`config.mk`:
```
export PLATFORM = sky130hd
export DESIGN_NAME = jtpi_tap
export DESIGN_NICKNAME = d
export VERILOG_FILES = /design/src/verilog/jtpi_tap.v
export VERILOG_INCLUDE_DIRS = /design/src /design/src/verilog
export SDC_FILE = /design/constraint.sdc
export NUM_CORES = 1
export LEC_CHECK = 0
export BUFFER_PORTS_ARGS = -buffer_cell sky130_fd_sc_hd__buf_4
export CAP_MARGIN = 10
export CORE_MARGIN = 2
export CORE_UTILIZATION = 45
export DETAILED_ROUTE_END_ITERATION = 10
export PLACE_DENSITY = 0.71
export SLEW_MARGIN = 20
export SYNTH_ARGS = -nofsm -noshare
export SYNTH_HDL_FRONTEND = slang
export SYNTH_SLANG_ARGS = --single-unit
```
`constraint.sdc`:
```
create_clock -name ref_clk -period 2 [get_ports ref_clk]
set_clock_uncertainty 0.2 [all_clocks]
set_input_delay 0.5 -clock ref_clk [delete_from_list [all_inputs] [get_ports ref_clk]]
set_output_delay 0.5 -clock ref_clk [all_outputs]
set_load 0.05 [all_outputs]
```
`src/verilog/jtpi_consts.vh`:
```
// Constants for the test-access-port pin block.
// Included by the design file, the checker and the bench.
`ifndef JTPI_CONSTS_VH
`define JTPI_CONSTS_VH
`define JTPI_ST_RESET   4'h0
`define JTPI_ST_IDLE    4'h1
`define JTPI_ST_SELDR   4'h2
`define JTPI_ST_CAPDR   4'h3
`define JTPI_ST_SHDR    4'h4
`define JTPI_ST_EX1DR   4'h5
`define JTPI_ST_PAUSEDR 4'h6
`define JTPI_ST_EX2DR   4'h7
`define JTPI_ST_UPDDR   4'h8
`define JTPI_ST_SELIR   4'h9
`define JTPI_ST_CAPIR   4'ha
`define JTPI_ST_SHIR    4'hb
`define JTPI_ST_EX1IR   4'hc
`define JTPI_ST_PAUSEIR 4'hd
`define JTPI_ST_EX2IR   4'he
`define JTPI_ST_UPDIR   4'hf
`define JTPI_IR_WIDTH   4
`define JTPI_DR_WIDTH   8
`define JTPI_IR_CAPTURE 4'h1
`define JTPI_IR_BYPASS  4'hf
`define JTPI_IR_DATA    4'h2
`endif

```
`src/verilog/jtpi_tap.v`:
```
// Test-access-port pin logic: TAP state machine, instruction and data
// registers, serial output with enable, plus a two-entry output buffer
// that carries words updated under the data instruction, unless full, to core-side logic.
// Assumes the test clock is a slow pin sampled by ref_clk (>= 4x faster).
`include "jtpi_consts.vh"
module jtpi_tap #(
  parameter IRW = `JTPI_IR_WIDTH,
  parameter DRW = `JTPI_DR_WIDTH
) (
  // Clock and reset
  input  wire           ref_clk,
  input  wire           rstn,
  // Test port pins; each pin's Drv input is low when the pin floats
  input  wire           tck,
  input  wire           tckDrv,
  input  wire           tms,
  input  wire           tmsDrv,
  input  wire           tdi,
  input  wire           tdiDrv,
  output reg            tdoOut,
  output reg            tdoOe,
  // Core-side stream of updated data words
  output reg  [DRW-1:0] coreData,
  output reg            coreValid,
  input  wire           coreReady,
  // Current controller state and instruction
  output reg  [3:0]     tapState,
  output reg  [IRW-1:0] curInstr
);
  reg           rstSync1_q;
  reg           rstSync2_q;
  wire          rstnInt = rstSync2_q;
  reg  [2:0]    tckSync_q;
  reg  [2:0]    tmsSync_q;
  reg  [2:0]    tdiSync_q;
  reg           tckLvl_q;
  reg           tmsLvl_q;
  reg           tdiLvl_q;
  reg  [IRW-1:0] irShift_q;
  reg  [DRW-1:0] drShift_q;
  reg           bypass_q;
  reg  [DRW-1:0] buf0_q;
  reg  [DRW-1:0] buf1_q;
  reg  [1:0]    bufCnt_q;
  reg  [DRW-1:0] buf0_d;
  reg  [DRW-1:0] buf1_d;
  reg  [1:0]    bufCnt_d;
  reg  [3:0]    nxt;
  wire          tckRise;
  wire          tckFall;
  wire          push;
  wire          pop;
  wire          bufFull;
  wire          isBypass;

  wire tckPin = tckDrv ? tck : 1'b0;
  wire tmsPin = tmsDrv ? tms : 1'b1;
  wire tdiPin = tdiDrv ? tdi : 1'b1;

  always @(posedge ref_clk or negedge rstn) begin
    if (!rstn) begin
      rstSync1_q <= 1'b0;
      rstSync2_q <= 1'b0;
    end else begin
      rstSync1_q <= 1'b1;
      rstSync2_q <= rstSync1_q;
    end
  end

  // Three-stage sampling; a level counts once stages two and three agree.
  always @(posedge ref_clk or negedge rstnInt) begin
    if (!rstnInt) begin
      tckSync_q <= 3'h0;
      tmsSync_q <= 3'h7;
      tdiSync_q <= 3'h7;
      tckLvl_q  <= 1'b0;
      tmsLvl_q  <= 1'b1;
      tdiLvl_q  <= 1'b1;
    end else begin
      tckSync_q <= {tckSync_q[1:0], tckPin};
      tmsSync_q <= {tmsSync_q[1:0], tmsPin};
      tdiSync_q <= {tdiSync_q[1:0], tdiPin};
      if (tckSync_q[1] == tckSync_q[2]) begin
        tckLvl_q <= tckSync_q[2];
      end
      if (tmsSync_q[1] == tmsSync_q[2]) begin
        tmsLvl_q <= tmsSync_q[2];
      end
      if (tdiSync_q[1] == tdiSync_q[2]) begin
        tdiLvl_q <= tdiSync_q[2];
      end
    end
  end

  assign tckRise  = (tckSync_q[1] == tckSync_q[2]) && tckSync_q[2] && !tckLvl_q;
  assign tckFall  = (tckSync_q[1] == tckSync_q[2]) && !tckSync_q[2] && tckLvl_q;
  assign isBypass = (curInstr == `JTPI_IR_BYPASS);
  assign bufFull  = (bufCnt_q == 2'h2);
  // Updates arriving while the buffer is full are dropped; the host runs
  // far slower than the core, so this only happens if the core stalls long.
  assign push     = tckRise && (tapState == `JTPI_ST_UPDDR) &&
                    (curInstr == `JTPI_IR_DATA) && !bufFull;
  assign pop      = coreValid && coreReady;

  always @* begin
    nxt = `JTPI_ST_RESET;
    case (tapState)
      `JTPI_ST_RESET:   nxt = tmsLvl_q ? `JTPI_ST_RESET : `JTPI_ST_IDLE;
      `JTPI_ST_IDLE:    nxt = tmsLvl_q ? `JTPI_ST_SELDR : `JTPI_ST_IDLE;
      `JTPI_ST_SELDR:   nxt = tmsLvl_q ? `JTPI_ST_SELIR : `JTPI_ST_CAPDR;
      `JTPI_ST_CAPDR:   nxt = tmsLvl_q ? `JTPI_ST_EX1DR : `JTPI_ST_SHDR;
      `JTPI_ST_SHDR:    nxt = tmsLvl_q ? `JTPI_ST_EX1DR : `JTPI_ST_SHDR;
      `JTPI_ST_EX1DR:   nxt = tmsLvl_q ? `JTPI_ST_UPDDR : `JTPI_ST_PAUSEDR;
      `JTPI_ST_PAUSEDR: nxt = tmsLvl_q ? `JTPI_ST_EX2DR : `JTPI_ST_PAUSEDR;
      `JTPI_ST_EX2DR:   nxt = tmsLvl_q ? `JTPI_ST_UPDDR : `JTPI_ST_SHDR;
      `JTPI_ST_UPDDR:   nxt = tmsLvl_q ? `JTPI_ST_SELDR : `JTPI_ST_IDLE;
      `JTPI_ST_SELIR:   nxt = tmsLvl_q ? `JTPI_ST_RESET : `JTPI_ST_CAPIR;
      `JTPI_ST_CAPIR:   nxt = tmsLvl_q ? `JTPI_ST_EX1IR : `JTPI_ST_SHIR;
      `JTPI_ST_SHIR:    nxt = tmsLvl_q ? `JTPI_ST_EX1IR : `JTPI_ST_SHIR;
      `JTPI_ST_EX1IR:   nxt = tmsLvl_q ? `JTPI_ST_UPDIR : `JTPI_ST_PAUSEIR;
      `JTPI_ST_PAUSEIR: nxt = tmsLvl_q ? `JTPI_ST_EX2IR : `JTPI_ST_PAUSEIR;
      `JTPI_ST_EX2IR:   nxt = tmsLvl_q ? `JTPI_ST_UPDIR : `JTPI_ST_SHIR;
      `JTPI_ST_UPDIR:   nxt = tmsLvl_q ? `JTPI_ST_SELDR : `JTPI_ST_IDLE;
      default:          nxt = `JTPI_ST_RESET;
    endcase
  end

  always @(posedge ref_clk or negedge rstnInt) begin
    if (!rstnInt) begin
      tapState  <= `JTPI_ST_RESET;
      curInstr  <= `JTPI_IR_BYPASS;
      irShift_q <= {IRW{1'b0}};
      drShift_q <= {DRW{1'b0}};
      bypass_q  <= 1'b0;
      tdoOut    <= 1'b0;
      tdoOe     <= 1'b0;
    end else begin
      if (tckRise) begin
        tapState <= nxt;
        case (tapState)
          `JTPI_ST_CAPIR: begin
            irShift_q <= `JTPI_IR_CAPTURE;
          end
          `JTPI_ST_CAPDR: begin
            bypass_q <= 1'b0;
          end
          `JTPI_ST_SHIR: begin
            irShift_q <= {tdiLvl_q, irShift_q[IRW-1:1]};
          end
          `JTPI_ST_SHDR: begin
            if (isBypass) begin
              bypass_q <= tdiLvl_q;
            end else begin
              drShift_q <= {tdiLvl_q, drShift_q[DRW-1:1]};
            end
          end
          `JTPI_ST_UPDIR: begin
            curInstr <= irShift_q;
          end
          default: begin
          end
        endcase
        // Bypass is selected on entry to reset, not one tck later.
        if (nxt == `JTPI_ST_RESET) begin
          curInstr <= `JTPI_IR_BYPASS;
        end
      end
      if (tckFall) begin
        if (tapState == `JTPI_ST_SHIR) begin
          tdoOut <= irShift_q[0];
          tdoOe  <= 1'b1;
        end else if (tapState == `JTPI_ST_SHDR) begin
          tdoOut <= isBypass ? bypass_q : drShift_q[0];
          tdoOe  <= 1'b1;
        end else begin
          tdoOut <= 1'b0;
          tdoOe  <= 1'b0;
        end
      end
    end
  end

  // Two-entry buffer between update and the core.
  always @* begin
    buf0_d   = buf0_q;
    buf1_d   = buf1_q;
    bufCnt_d = bufCnt_q;
    case ({push, pop})
      2'b10: begin
        if (bufCnt_q == 2'h0) begin
          buf0_d = drShift_q;
        end else begin
          buf1_d = drShift_q;
        end
        bufCnt_d = bufCnt_q + 2'h1;
      end
      2'b01: begin
        buf0_d   = buf1_q;
        bufCnt_d = bufCnt_q - 2'h1;
      end
      2'b11: begin
        if (bufCnt_q == 2'h1) begin
          buf0_d = drShift_q;
        end else begin
          buf0_d = buf1_q;
          buf1_d = drShift_q;
        end
      end
      default: begin
      end
    endcase
  end

  // The head entry is copied into the output flops from the same next
  // value, so coreValid always agrees with the count and pop stays exact.
  always @(posedge ref_clk or negedge rstnInt) begin
    if (!rstnInt) begin
      buf0_q    <= {DRW{1'b0}};
      buf1_q    <= {DRW{1'b0}};
      bufCnt_q  <= 2'h0;
      coreData  <= {DRW{1'b0}};
      coreValid <= 1'b0;
    end else begin
      buf0_q    <= buf0_d;
      buf1_q    <= buf1_d;
      bufCnt_q  <= bufCnt_d;
      coreData  <= buf0_d;
      coreValid <= (bufCnt_d != 2'h0);
    end
  end
endmodule

```
==> impl_results.md <==
- Status: complete, but fails checks
- Failing checks: hold timing, setup timing
- Antenna diodes: 0
- Distinct cells, synth: 51
- Clock Tree Buf Depth: 2
- Drt pass-1 iters: 4
- Worst Setup Start Kind: flip-flop
- Std-Cell Rows: 27
- Worst-path clk slew: 0.10 ns
- Nets: 301
- Final setup margin: -0.3507 ns
- Via count: 1,886
- Largest net degree at the start of global routing: 27
- DIE WIDTH: 80.69 um
- Total CTS buffers: 5
- FF/Latch Area: 1421 um^2
- Syn Nets: 243
- GRT Total Usage: 17.96%
- DR iter-0 viols: 67
- Number of synthesized flops with an enable pin: 0
- Final Instance Area: 3470 um^2
- Via density: 5.298
- Sink Count: 56
- Mapped cell area: 2646 um^2
- DR DRC count: 0
- Final hold slack: -0.003989 ns
- Synth Area per Inst: 11.76 um^2
- Largest cells by area after synthesis: dfrtp_1, dfstp_2, mux2_4, ha_1, a21oi_1
- DP Wirelength: 3653 um
- Post-route ant nets: 0
- CTS Root Buffer Type: clkbuf_8
- Setup_tns: -5.009 ns
- RSZ-0062 raised after global routing: yes
- Die height: 80.69 um
- Fillers: 444
- Critical path arrival: 2.34 ns
- First-pass GRT wire length: 8983 um
- Peak fanout along the critical path: 8
- # port buffers: 27
- GRT overflow: 0
- Power density over the cells: 995.0 nW/um^2
- Top_reg_cell synth: dfrtp_1
- Initial antenna violation count: 0
- Core Box Area: 5608 um^2
- Worst endpoint required time: 1.99 ns
- Type of the worst setup path: flip-flop to flip-flop
- Multi-input logic area: 1300 um^2
- Cells after synthesis: 225
- Fmax: 425.4 MHz
- M1 WL: 2667 um
- Final setup vio count: 19
- Placed cell area: 3153 um^2
- Die area: 6510 um^2
- Clock Latency Late Sink: 0.32 ns
- Final Max Slew Viols: 0
- Starting Density: 47.19%
- Final Hold Viols: 10
- P&R area growth vs syn: 31.11%
- Post-synth ARST share: 100.0%
- WL final: 5631 um
- Max Cap Viol: 0
- Met2 wire len: 2749 um
- Vias in the first global route: 1,903
- Pleak: 1.573 nW
- Most frequent cells in the layout: buf_4, dfrtp_1, a21oi_1
- Cell accounting for the most synthesized area: dfrtp_1
- DR WL met3: 153 um
- Worst hold path type: flip-flop to async pin
- Share of layout cells above drive strength 1: 46.13%
- Period utilization: 117.5%
- H-tree Lvls: 2
- VDD IR max: 0.0008595 V
- Crit. End Element: flip-flop
- Commonest non-fill, non-tap cell in the layout: buf_4
- Register area share after synthesis: 53.52%
- Post-route minimum period: 2.351 ns
- Top sig layer: met4
- GP Congestion: 0.7886
- Register bit total from synthesis: 56
- Num ports: 28
- Yosys warns: 0
- Drt wl/cell: 15.82 um
- Share of the synthesized area in the top cell type: 41.61%
- TritonCTS clock tree: done
==> state kept, by name (all words and copies together) (netlist names), 2 cells and up <==
register / flops
buf0_q: 8
buf1_q: 8
drShift_q: 8
curInstr: 4
irShift_q: 4
tapState: 4
tckSync_q: 3
tdiSync_q: 3
tmsSync_q: 3
bufCnt_q: 2
==> cells in the mapped netlist, types with 2 or more instances <==
library cell  instances
a21oi_1              21
a22oi_1               9
a31oi_1               4
buf_4                 2
buf_6                 3
clkbuf_4              2
dfrtp_1              44
dfstp_2              12
ha_1                  9
inv_1                10
maj3_1                2
mux2_1                2
mux2_2                7
mux2_4                8
mux2i_1               3
nand2_1              16
nand2b_1              5
nand3_1               4
nand4_1               3
nor2_1               13
nor2b_1               3
nor3_1                2
o21ai_0               4
o21ai_1               7
o32a_1                4
==> cell families (layout without fill, tap and decap cells) <==
family                     after synthesis  after routing  share of synthesized area (%)
AOI/OAI and AO/OA                       56             56                          13.48
other                                    1              1                         0.1417
xor gates and xnor gates                 1              1                         0.3310
DFF                                     56             56                          53.52
buffers and inverters                   20             79                          4.680
muxes                                   20             20                          9.504
adders and majority gates               11             11                          5.012
and+or+nand+nor                         60             60                          13.33
==> worst max-delay path, cell delays in order (launching register included) <==
cell      delay (ns)
dfrtp_1         0.42
ha_4            0.18
nand2b_4        0.07
nor3b_2         0.04
nand4_1         0.16
inv_2           0.09
ha_4            0.19
buf_4           0.14
o211ai_4        0.40
mux2_4          0.34
==> cell type report <==
class	count	area share, %
well taps	72	2.596
repair buffers	60	15.00
clock buffers	6	2.380
clock inverters	2	0.3967
multi-input cells	149	37.47
inverters	11	1.190
flip-flops and latches	56	40.97
==> path summary, 6_finish.rpt <==
path | from | to | slack, ns | depth (start not counted)
max | tckSync_q[1]$_DFF_PN0_ | buf1_q[7]$_DFFE_PN0P_ | -0.35 | 9
min | rstSync2_q$_DFF_PN0_ | tdoOe$_DFFE_PN0P_ | -0.004 | 0
max reg2reg | tckSync_q[1]$_DFF_PN0_ | buf1_q[7]$_DFFE_PN0P_ | -0.35 | 9
min reg2reg | rstSync2_q$_DFF_PN0_ | tdoOe$_DFFE_PN0P_ | -0.004 | 0
max in group asynchronous | rstSync2_q$_DFF_PN0_ | tckSync_q[0]$_DFF_PN0_ | 1.04 | 2
min in group ref_clk | tmsDrv | tmsSync_q[0]$_DFF_PN1_ | 0.11 | 2
==> power by group <==
part           switching, W  total [W]  internal, W  leakage, nW
Clock              0.000375   0.000659     0.000284       0.0516
Combinational      0.000899    0.00141     0.000507        0.802
Sequential        0.0000914    0.00139      0.00130        0.720
==> metrics by stage <==
stage / hold slack, ns / utilization (%) / worst slack [ns] / std cells / total power (W)
CTS: 0.01557 / 58.92 / -0.2031 / 350 / 0.003434
global route: 0.03378 / 61.87 / -0.4622 / 356 / 0.003623
finish: -0.003989 / 61.87 / -0.3507 / 356 / 0.003452
floorplan: 0.004409 / - / -0.3087 / 225 / 0.002411
global placement: -0.002012 / 56.22 / -0.1952 / 339 / 0.002738
detailed placement: 0.004462 / 56.22 / -0.2543 / 339 / 0.002770
==> repair_timing <==
action,CTS,global route
gates cloned,0,1
endpoints found under the hold margin,2,0
resized for setup,6,17
buffers inserted,2,6
endpoints found under the setup margin,18,28
hold buffers,1,0
pin swaps,15,19
==> per-layer routing <==
| metal | GRT usage, % | up-vias |
|---|---|---|
| met5 | 0 | - |
| met4 | 6.102 | 0 |
| met3 | 3.708 | 5 |
| met2 | 29.00 | 27 |
| met1 | 24.04 | 942 |
| li1 | - | 912 |
No activity file was read; power rests on OpenSTA's default activity.
